===== src/verilog/lsm_map.vh =====
// Constants for the load/store memory access block
`ifndef LSM_MAP_VH
`define LSM_MAP_VH
// Access size codes
`define LSM_SIZE_BYTE 3'h0
`define LSM_SIZE_HALF 3'h1
`define LSM_SIZE_TRIPLE 3'h2
`define LSM_SIZE_WORD 3'h3
`define LSM_SIZE_QUINT 3'h4
`define LSM_SIZE_SEXT 3'h5
`define LSM_SIZE_SEPT 3'h6
`define LSM_SIZE_DOUBLE 3'h7
// Unmapped window: virtual bits [31:29] = 3'h4 or 3'h5
`define LSM_SEG_LO 3'h4
`define LSM_SEG_HI 3'h5
`define LSM_SEG_CACHED 3'h4
// Cache attribute codes
`define LSM_CCA_UNCACHED 3'h2
`define LSM_CCA_CACHED 3'h3
// Coprocessor numbers
`define LSM_COP_SYSTEM 2'h0
// Operation codes
`define LSM_OP_LOAD 3'h0
`define LSM_OP_STORE 3'h1
`define LSM_OP_PREF 3'h2
`define LSM_OP_SYNC 3'h3
`define LSM_OP_COPOP 3'h4
// Memory answer wait limit
`define LSM_RESP_TIMEOUT 8'hFF
`endif


===== src/verilog/lsm_core.v =====
// Load/store access sequencer with coprocessor transfers
`timescale 1ns/100ps
`include "lsm_map.vh"
// Operation
// RULE_01 - object address is its lowest byte
// RULE_02 - endian picks byte at object address
// RULE_03 - three-bit size code, one to eight
// RULE_04 - lanes from size and low bits
// RULE_05 - unmapped addresses translate directly
// RULE_06 - mapped miss or denial raises exception
// RULE_07 - load returns register-width aligned element
// RULE_08 - uncached load reads only referenced bytes
// RULE_09 - cached miss fills whole element
// RULE_10 - store changes only selected bytes
// RULE_11 - partial store ignores unused lanes
// RULE_12 - prefetch never alters visible state; code still sets exc_valid and exc_code when a prefetch faults
// RULE_13 - sync orders loads and stores
// RULE_14 - word load goes to coprocessor
// RULE_15 - doubleword load goes to coprocessor
// RULE_16 - coprocessor supplies store word
// RULE_17 - coprocessor supplies store doubleword
// RULE_18 - forward function field unchanged
// RULE_19 - no transfers for system coprocessor
// RULE_20 - translation takes flags, returns address, attribute
module lsm_core (
	// Clock and reset
	input wire clk_sys,
	input wire nrst,
	// Configuration
	input wire big_endian,
	input wire wide_mode,
	input wire user_mode,
	// Pipeline request
	input wire req_valid,
	output wire req_ready,
	input wire [2:0] req_op,
	input wire [31:0] virtual_addr,
	input wire fetch_or_data_flag,
	input wire [2:0] access_size_code,
	input wire [63:0] store_data,
	input wire cop_access,
	input wire cop_double,
	input wire [1:0] cop_unit,
	input wire [4:0] coproc_register_index,
	input wire [24:0] cop_function,
	input wire [4:0] sync_type,
	input wire [4:0] pref_hint,
	// Pipeline answer
	output reg done_valid,
	output reg [63:0] aligned_memory_element,
	output reg [7:0] load_byte_valid,
	output reg exc_valid,
	output reg [1:0] exc_code,
	// Mapped lookup
	input wire map_hit,
	input wire map_writable,
	input wire [31:0] map_paddr,
	input wire [2:0] map_cca,
	// Memory hierarchy
	output reg mem_req,
	output reg mem_write,
	output reg [31:0] mem_addr,
	output reg [7:0] mem_byte_en,
	output reg [63:0] mem_wdata,
	output reg [2:0] mem_cca,
	output reg mem_fill,
	output reg mem_prefetch,
	output reg [4:0] mem_hint,
	output reg mem_sync,
	output reg [4:0] mem_sync_type,
	input wire mem_ack,
	input wire [63:0] mem_rdata,
	// Coprocessor port
	output reg coproc_word_load_transfer,
	output reg coproc_double_load_transfer,
	output reg coproc_word_store_transfer,
	output reg coproc_double_store_transfer,
	output reg cop_op_valid,
	output reg [1:0] cop_sel,
	output reg [4:0] cop_reg,
	output reg [63:0] cop_wdata,
	output reg [24:0] cop_func_out,
	input wire [63:0] cop_rdata
);
	localparam ST_IDLE = 2'h0;
	localparam ST_MEM = 2'h1;
	localparam ST_DONE = 2'h2;
	localparam EXC_XLATE = 2'h1;
	localparam EXC_ALIGN = 2'h2;
	localparam EXC_COP = 2'h3;

	reg [1:0] state_reg;
	reg [1:0] state_next;
	reg [2:0] op_reg;
	reg cop_reg_access;
	reg cop_reg_double;
	reg [7:0] lanes_reg;
	reg [7:0] timer_reg;
	wire [7:0] lane_mask;
	wire lane_overflow;
	wire [31:0] phys_addr;
	wire [2:0] cca;
	wire xlate_fault;
	wire is_store;
	wire is_mem;
	wire cop_bad;
	wire [63:0] src_data;
	wire [63:0] lane_bits;
	wire [63:0] shifted_src;
	wire [5:0] shift_amt;
	reg [63:0] elem_next;
	integer i;

	assign is_store = (req_op == `LSM_OP_STORE);
	assign is_mem = (req_op == `LSM_OP_LOAD) || is_store;
	// RULE_19 system coprocessor excluded
	assign cop_bad = cop_access && (cop_unit == `LSM_COP_SYSTEM);
	assign req_ready = (state_reg == ST_IDLE);

	lsm_lane_gen u_lanes (
		.access_size_code(access_size_code),
		.addr_low(virtual_addr[2:0]),
		.big_endian(big_endian),
		.wide_mode(wide_mode),
		.lane_mask(lane_mask),
		.lane_overflow(lane_overflow)
	);

	lsm_xlate u_xlate (
		.virtual_addr(virtual_addr),
		.fetch_or_data_flag(fetch_or_data_flag),
		.load_or_store_flag(is_store),
		.user_mode(user_mode),
		.map_hit(map_hit),
		.map_writable(map_writable),
		.map_paddr(map_paddr),
		.map_cca(map_cca),
		.phys_addr(phys_addr),
		.cache_coherency_attribute(cca),
		.xlate_fault(xlate_fault)
	);

	// RULE_16 store word from coprocessor
	// RULE_17 store doubleword from coprocessor
	assign src_data = cop_access ? (cop_double ? cop_rdata : {32'h00000000, cop_rdata[31:0]}) : store_data;
	// RULE_01 lowest lane gets the object start
	assign shift_amt = {lowest_lane(lane_mask), 3'h0};
	assign shifted_src = big_endian ? swap_bytes(src_data, access_size_code) << shift_amt : src_data << shift_amt;
	genvar g;
	generate
		for (g = 0; g < 8; g = g + 1) begin : g_lane
			assign lane_bits[g*8 +: 8] = {8{lane_mask[g]}};
		end
	endgenerate

	function [2:0] lowest_lane;
		input [7:0] m;
		integer k;
		begin
			lowest_lane = 3'h0;
			for (k = 7; k >= 0; k = k - 1) begin
				if (m[k]) begin
					lowest_lane = k[2:0];
				end
			end
		end
	endfunction

	// Reverse the used bytes so the first lane holds the most significant byte
	function [63:0] swap_bytes;
		input [63:0] d;
		input [2:0] sz;
		integer k;
		begin
			swap_bytes = 64'h0000000000000000;
			for (k = 0; k < 8; k = k + 1) begin
				if (k[2:0] <= sz) begin
					swap_bytes[k*8 +: 8] = d[(sz - k[2:0])*8 +: 8];
				end
			end
		end
	endfunction

	always @* begin
		state_next = state_reg;
		case (state_reg)
			ST_IDLE: begin
				if (req_valid) begin
					if (req_op == `LSM_OP_COPOP) begin
						state_next = ST_DONE;
					end else if (xlate_fault || lane_overflow || cop_bad) begin
						state_next = ST_DONE;
					end else begin
						state_next = ST_MEM;
					end
				end
			end
			ST_MEM: begin
				if (mem_ack || timer_reg == `LSM_RESP_TIMEOUT) begin
					state_next = ST_DONE;
				end
			end
			ST_DONE: begin
				state_next = ST_IDLE;
			end
			default: begin
				state_next = ST_IDLE;
			end
		endcase
	end

	always @* begin
		elem_next = 64'h0000000000000000;
		for (i = 0; i < 8; i = i + 1) begin
			// RULE_08 only referenced bytes kept
			if (lanes_reg[i]) begin
				elem_next[i*8 +: 8] = mem_rdata[i*8 +: 8];
			end
		end
		if (!wide_mode) begin
			elem_next[63:32] = 32'h00000000;
		end
	end

	always @(posedge clk_sys) begin
		if (!nrst) begin
			state_reg <= ST_IDLE;
			op_reg <= `LSM_OP_LOAD;
			cop_reg_access <= 1'b0;
			cop_reg_double <= 1'b0;
			lanes_reg <= 8'h00;
			timer_reg <= 8'h00;
			done_valid <= 1'b0;
			aligned_memory_element <= 64'h0000000000000000;
			load_byte_valid <= 8'h00;
			exc_valid <= 1'b0;
			exc_code <= 2'h0;
			mem_req <= 1'b0;
			mem_write <= 1'b0;
			mem_addr <= 32'h00000000;
			mem_byte_en <= 8'h00;
			mem_wdata <= 64'h0000000000000000;
			mem_cca <= 3'h0;
			mem_fill <= 1'b0;
			mem_prefetch <= 1'b0;
			mem_hint <= 5'h00;
			mem_sync <= 1'b0;
			mem_sync_type <= 5'h00;
			coproc_word_load_transfer <= 1'b0;
			coproc_double_load_transfer <= 1'b0;
			coproc_word_store_transfer <= 1'b0;
			coproc_double_store_transfer <= 1'b0;
			cop_op_valid <= 1'b0;
			cop_sel <= 2'h0;
			cop_reg <= 5'h00;
			cop_wdata <= 64'h0000000000000000;
			cop_func_out <= 25'h0000000;
		end else begin
			state_reg <= state_next;
			done_valid <= 1'b0;
			coproc_word_load_transfer <= 1'b0;
			coproc_double_load_transfer <= 1'b0;
			coproc_word_store_transfer <= 1'b0;
			coproc_double_store_transfer <= 1'b0;
			cop_op_valid <= 1'b0;
			case (state_reg)
				ST_IDLE: begin
					timer_reg <= 8'h00;
					exc_valid <= 1'b0;
					if (req_valid) begin
						op_reg <= req_op;
						cop_reg_access <= cop_access;
						cop_reg_double <= cop_double;
						cop_sel <= cop_unit;
						cop_reg <= coproc_register_index;
						lanes_reg <= lane_mask;
						if (req_op == `LSM_OP_COPOP) begin
							// RULE_18 function field passed as is
							cop_func_out <= cop_function;
							cop_op_valid <= 1'b1;
						end else if (xlate_fault) begin
							// RULE_06 translation exception
							exc_valid <= 1'b1;
							exc_code <= EXC_XLATE;
						end else if (lane_overflow) begin
							exc_valid <= 1'b1;
							exc_code <= EXC_ALIGN;
						end else if (cop_bad) begin
							exc_valid <= 1'b1;
							exc_code <= EXC_COP;
						end else begin
							mem_req <= 1'b1;
							mem_addr <= {phys_addr[31:3], 3'h0};
							mem_cca <= cca;
							mem_write <= is_store;
							// RULE_10 only selected bytes enabled
							mem_byte_en <= is_mem ? lane_mask : 8'h00;
							// RULE_11 unused lanes driven zero
							mem_wdata <= shifted_src & lane_bits;
							// RULE_09 cached miss fills element
							mem_fill <= (req_op == `LSM_OP_LOAD) && (cca == `LSM_CCA_CACHED);
							// RULE_12 prefetch is advisory only
							mem_prefetch <= (req_op == `LSM_OP_PREF);
							mem_hint <= pref_hint;
							// RULE_13 sync barrier to hierarchy
							mem_sync <= (req_op == `LSM_OP_SYNC);
							mem_sync_type <= sync_type;
						end
					end
				end
				ST_MEM: begin
					timer_reg <= timer_reg + 8'h01;
					if (mem_ack || timer_reg == `LSM_RESP_TIMEOUT) begin
						mem_req <= 1'b0;
						mem_write <= 1'b0;
						mem_prefetch <= 1'b0;
						mem_sync <= 1'b0;
						mem_fill <= 1'b0;
						if (op_reg == `LSM_OP_LOAD) begin
							// RULE_07 register-width element back
							aligned_memory_element <= elem_next;
							load_byte_valid <= lanes_reg;
							// RULE_14 word to coprocessor
							coproc_word_load_transfer <= cop_reg_access && !cop_reg_double;
							// RULE_15 doubleword to coprocessor
							coproc_double_load_transfer <= cop_reg_access && cop_reg_double;
							cop_wdata <= elem_next;
						end
						if (op_reg == `LSM_OP_STORE && cop_reg_access) begin
							coproc_word_store_transfer <= !cop_reg_double;
							coproc_double_store_transfer <= cop_reg_double;
						end
					end
				end
				ST_DONE: begin
					done_valid <= 1'b1;
				end
				default: begin
					timer_reg <= 8'h00;
				end
			endcase
		end
	end
endmodule


===== src/verilog/lsm_lane_gen.v =====
// Byte lane enable from size code and low address bits
`timescale 1ns/100ps
module lsm_lane_gen (
	// Access
	input wire [2:0] access_size_code,
	input wire [2:0] addr_low,
	input wire big_endian,
	input wire wide_mode,
	// Lanes
	output reg [7:0] lane_mask,
	output reg lane_overflow
);
	reg [15:0] span;
	reg [2:0] start;
	reg [7:0] lanes;
	always @* begin
		span = 16'h0000;
		start = wide_mode ? addr_low : {1'b0, addr_low[1:0]};
		// RULE_03 code plus one bytes
		// RULE_04 lanes from size and low bits
		span = ({8'h00, 8'hFF} >> (4'h7 - {1'b0, access_size_code})) << start;
		lanes = span[7:0];
		// RULE_02 big-endian mirrors lanes
		if (big_endian) begin
			lane_mask = wide_mode ? {lanes[0], lanes[1], lanes[2], lanes[3], lanes[4], lanes[5], lanes[6], lanes[7]}
				: {4'h0, lanes[0], lanes[1], lanes[2], lanes[3]};
		end else begin
			lane_mask = wide_mode ? lanes : {4'h0, lanes[3:0]};
		end
		lane_overflow = (span[15:8] != 8'h00) | (!wide_mode & (lanes[7:4] != 4'h0));
	end
endmodule


===== src/verilog/lsm_xlate.v =====
// Virtual to physical translation front end
`timescale 1ns/100ps
`include "lsm_map.vh"
module lsm_xlate (
	// Request
	input wire [31:0] virtual_addr,
	input wire fetch_or_data_flag,
	input wire load_or_store_flag,
	input wire user_mode,
	// Mapped lookup answer
	input wire map_hit,
	input wire map_writable,
	input wire [31:0] map_paddr,
	input wire [2:0] map_cca,
	// Result
	output reg [31:0] phys_addr,
	output reg [2:0] cache_coherency_attribute,
	output reg xlate_fault
);
	wire unmapped;
	assign unmapped = !user_mode && (virtual_addr[31:29] == `LSM_SEG_LO || virtual_addr[31:29] == `LSM_SEG_HI);
	always @* begin
		// RULE_20 both flags in, address and attribute out
		if (unmapped) begin
			// RULE_05 direct mapping, no table
			phys_addr = {3'h0, virtual_addr[28:0]};
			cache_coherency_attribute = (virtual_addr[31:29] == `LSM_SEG_CACHED) ? `LSM_CCA_CACHED : `LSM_CCA_UNCACHED;
			xlate_fault = 1'b0;
		end else begin
			phys_addr = map_paddr;
			cache_coherency_attribute = map_cca;
			// RULE_06 miss or denied store aborts
			xlate_fault = !map_hit || (load_or_store_flag && !map_writable && !fetch_or_data_flag);
		end
	end
endmodule

===== config.mk =====
export PLATFORM = sky130hd
export DESIGN_NAME = lsm_core
export DESIGN_NICKNAME = d
export VERILOG_FILES = /design/src/verilog/lsm_core.v /design/src/verilog/lsm_lane_gen.v /design/src/verilog/lsm_xlate.v
export VERILOG_INCLUDE_DIRS = /design/src /design/src/verilog
export SDC_FILE = /design/constraint.sdc
export NUM_CORES = 1
export LEC_CHECK = 0
export BUFFER_PORTS_ARGS = -buffer_cell sky130_fd_sc_hd__buf_2
export CAP_MARGIN = 25
export CORE_AREA = 3 3 237 239
export CTS_CLUSTER_DIAMETER = 50
export DETAILED_ROUTE_END_ITERATION = 8
export DIE_AREA = 0 0 240 242
export PLACE_DENSITY = 0.6
export SYNTH_ARGS = -nofsm -noshare
export SYNTH_HDL_FRONTEND = slang
export SYNTH_SLANG_ARGS = --single-unit

===== constraint.sdc =====
create_clock -name clk_sys -period 4.25 [get_ports clk_sys]
set_input_delay 0 -clock clk_sys [delete_from_list [all_inputs] [get_ports clk_sys]]
set_output_delay 0 -clock clk_sys [all_outputs]
set_load 0.02 [all_outputs]

==> impl_metrics.toml <==
[timing]
final.setup.tns_ps = 0
slew_viol_final = 0
rsz0062_at_grt = "false"
finClkSkew_ps = 28.1
finalCritPeriodShare = 0.850
setup_viol = 0
fmax_mhz = 277
slew_headroom = 0.287
final_hold_viol_count = 0
post-route-min-period_ps = 3610
hold_slack_ps = 39.0
worst_pin_slew_ps = 1060

[route]
avgViaCountPerCell = 5.71
drtIter0Drc = 1713
wl_per_cell_um = 24.7
drc = 0
wl_um = 87300
vias = 20200
drt-pass1-iter-count = 5
drt.antenna.violating_nets = 0

[critical_path]
path_cells = "buf_2 -> inv_1 -> ha_2 -> nor2b_2 -> mux4_2 -> o21a_1 -> o211ai_1 -> nor3_4 -> buf_4 -> buf_4 -> nor2_1 -> a311oi_1 -> dlygate4sd3_1"
worstSetupStartpointType = "input pin"
path_buf_inv = 5
cpPeakStageDelay_ps = 590
cpMostUsedCell = "buf_4"
endpoint_kind = "flop"
critPathTopFamily = "buffers and inverters"
crit_type = "input pin to flop"
cp-startpoint = "access_size_code[0]"
crit_fanout = 49
r2r-start = "state_reg[1]"
worstPathArrival_ps = 4120
cp.required_ps = 4760
critPathSlowestCell = "dlygate4sd3_1"

[power_and_ir_drop]
powerDensity_nw_per_um2 = 327
combPwrFrac = 0.277
pwr-share-clk = 0.399
vdd_drop_max_mv = 0.222
p_leak_nw = 10.1
p_sw_mw = 2.58
netSwitchingFraction = 0.339
p_seq_frac = 0.324
p_int_mw = 5.03

[global_route]
grt_usage = 0.288
busiest_layer = "met2"
grt_pass1_vias = 19800
grt_use_met1 = 0.342
met3_usage = 0.0553
grt_pass1_wl_um = 127000
grt_max_degree = 116
antenna_found_initial = 14
globalRouteOverflowTotal = 0
grt_util_met2 = 0.491

[synthesis]
synth_area_leader_cell = "dfxtp_1"
yosysWarnings = 0
ys_ff_latch = 255
avgSynthCellArea_um2 = 7.90
synth.area.top_cells = "dfxtp_1 (30%), nand2_1 (7.8%), mux4_2 (6.8%)"
yosysTopAreaCellShare = 0.304
synth-async-reset-ratio = 0
synth_cell_types = 91
ys_seq_area_frac = 0.304
synthCells = 2128
synth-edff-count = 0
synth_area_um2 = 16800
synthFlopType = "dfxtp_1"

[clock_network]
cts_resized = 0
clk_latency_ps = 560
postCtsSetupBuffers = 0
cts-htree-levels = 2
cts_tree = "yes"
cts_buffer_depth = 3
cts.clk_slew.worst_paths_ps = 50
cts.sink_count = 255
cts_root_buf = "clkbuf_16"
cts-buffers-inserted = 38

[die]
ios = 619
die_h_um = 242
core_um2 = 54000
die-area_um2 = 58100
placementRows = 85
die_x_um = 240
initial_utilization = 0.311

[finish]
top_regs = "cop_wdata: 64 flops, mem_wdata: 64 flops, mem_addr: 29 flops"
fillers = 5410
drive_gt1_frac = 0.318
final_nets = 3141
multi_input_area_um2 = 10400
layout.cells.non_filler = 3541
fin_util = 0.431
seq_area_um2 = 5100
area_growth_pct = 38.7

[job]
cap_viol_max_count = 0

[place]
placed_cells = 3288
routabilityCongestion = 0.987
detailed_place_hpwl_um = 64200
port_buffers = 612

[hold_path]
worstHoldStart = "req_valid"
hold_class = "input pin to flop"

[run_status]
status = "finished clean"
-- layer usage --
| metal | up-vias | wire length (um) |
|---|---|---|
| met3 | 263 | 6550 |
| met4 | 8 | 5090 |
| met2 | 1085 | 42000 |
| li1 | 9162 | - |
| met5 | - | 50 |
| met1 | 9705 | 33600 |
-- tightest hold or removal path, delay by kind of cell --
family                 cells  cell delay (ps)
buffers and inverters      2              330
and+or+nand+nor            2              150
AOI/OAI and AO/OA          1               50
-- placed cells by master, fill, tap and decap left out, types with 8 or more instances in the layout --
master / count
buf_2: 612
nand2_1: 349
dfxtp_1: 255
a21oi_1: 210
nor2_1: 194
dlygate4sd3_1: 174
nand3_1: 93
buf_4: 90
mux2i_1: 82
o21ai_0: 59
mux4_2: 51
a22oi_1: 47
nor3_1: 44
clkbuf_16: 39
mux2_2: 36
a211oi_1: 35
o22ai_1: 32
a311oi_1: 27
nor2b_1: 20
o211ai_1: 20
o221ai_1: 18
inv_1: 16
a31oi_1: 16
nand2b_1: 15
and2_1: 15
a221oi_1: 14
ha_1: 13
and3_1: 12
a211o_1: 11
o31ai_1: 10
or3_1: 10
diode_2: 9
o21ai_1: 9
a32o_1: 9
a32oi_1: 9
a22o_1: 9
o21a_1: 8
nor4_1: 8
-- final cells by class --
type | instances | area share
Antenna cell | 9 | 0.000966
Clock buffer | 48 | 0.0445
Clock inverter | 20 | 0.00816
Inverter | 19 | 0.00327
Multi-Input combinational cell | 1610 | 0.445
Sequential cell | 255 | 0.219
Tap cell | 696 | 0.0374
Timing Repair Buffer | 884 | 0.242
-- cell families after synthesis --
group,count (synthesis),synth area share
flip-flops,255,0.304
buffers and inverters,265,0.0809
multiplexers,170,0.142
adder cells (fa/ha/maj),14,0.0104
XOR/XNOR,1,0.000521
AND/OR/NAND/NOR,802,0.211
AO/OA/AOI/OAI,620,0.251
other,1,0.000223
-- power by group through the flow --
stage | clock network, mW | registers (mW) | logic [mW]
final | 3.04 | 2.47 | 2.11
after global routing | 3.20 | 2.47 | 2.23
after CTS | 3.11 | 2.47 | 2.06
after detailed placement | 0 | 2.52 | 1.92
after global placement | 0 | 2.52 | 1.92
after floorplan | 0 | 2.54 | 1.13
-- stage by stage --
step	power [mW]	area (um2)	setup slack (ps)
after floorplan	3.67	16800	329
after global placement	4.43	20300	553
after detailed placement	4.44	20300	549
after CTS	7.63	23300	768
after global routing	7.90	23300	462
final	7.62	23300	639
-- synth_stat cells (10+ instances only) --
| cell | instances |
|---|---|
| o211ai_1 | 20 |
| a22oi_1 | 47 |
| nor2_1 | 195 |
| mux4_2 | 51 |
| nand2b_1 | 17 |
| a311oi_1 | 27 |
| a21oi_1 | 210 |
| clkbuf_1 | 115 |
| buf_4 | 70 |
| a211o_1 | 11 |
| buf_2 | 34 |
| a31oi_1 | 16 |
| nand2_1 | 349 |
| nand3_1 | 93 |
| and3_1 | 12 |
| o31ai_1 | 10 |
| o21ai_0 | 59 |
| ha_1 | 14 |
| o221ai_1 | 18 |
| mux2_2 | 36 |
| a221oi_1 | 14 |
| and2_1 | 15 |
| inv_1 | 17 |
| buf_1 | 19 |
| a211oi_1 | 35 |
| o22ai_1 | 32 |
| or3_1 | 10 |
| nor3_1 | 44 |
| mux2i_1 | 82 |
| nor2b_1 | 20 |
| nor4_1 | 10 |
| dfxtp_1 | 255 |
-- worst paths after layout --
kind	slack, ps	to	cells past startpoint
worst max-delay path	640	mem_addr[28]	13
worst min-delay path	40	op_reg[1]	5
worst max register to register	970	mem_addr[28]	9
worst min register to register	450	load_byte_valid[4]	2
-- repair_timing --
| action | 4_1_cts | 5_1_grt |
|---|---|---|
| endpoints found under the setup margin | 0 | 0 |
| hold buffers | 174 | 0 |
| endpoints found under the hold margin | 154 | 0 |
No activity file was read; power rests on OpenSTA's default activity.
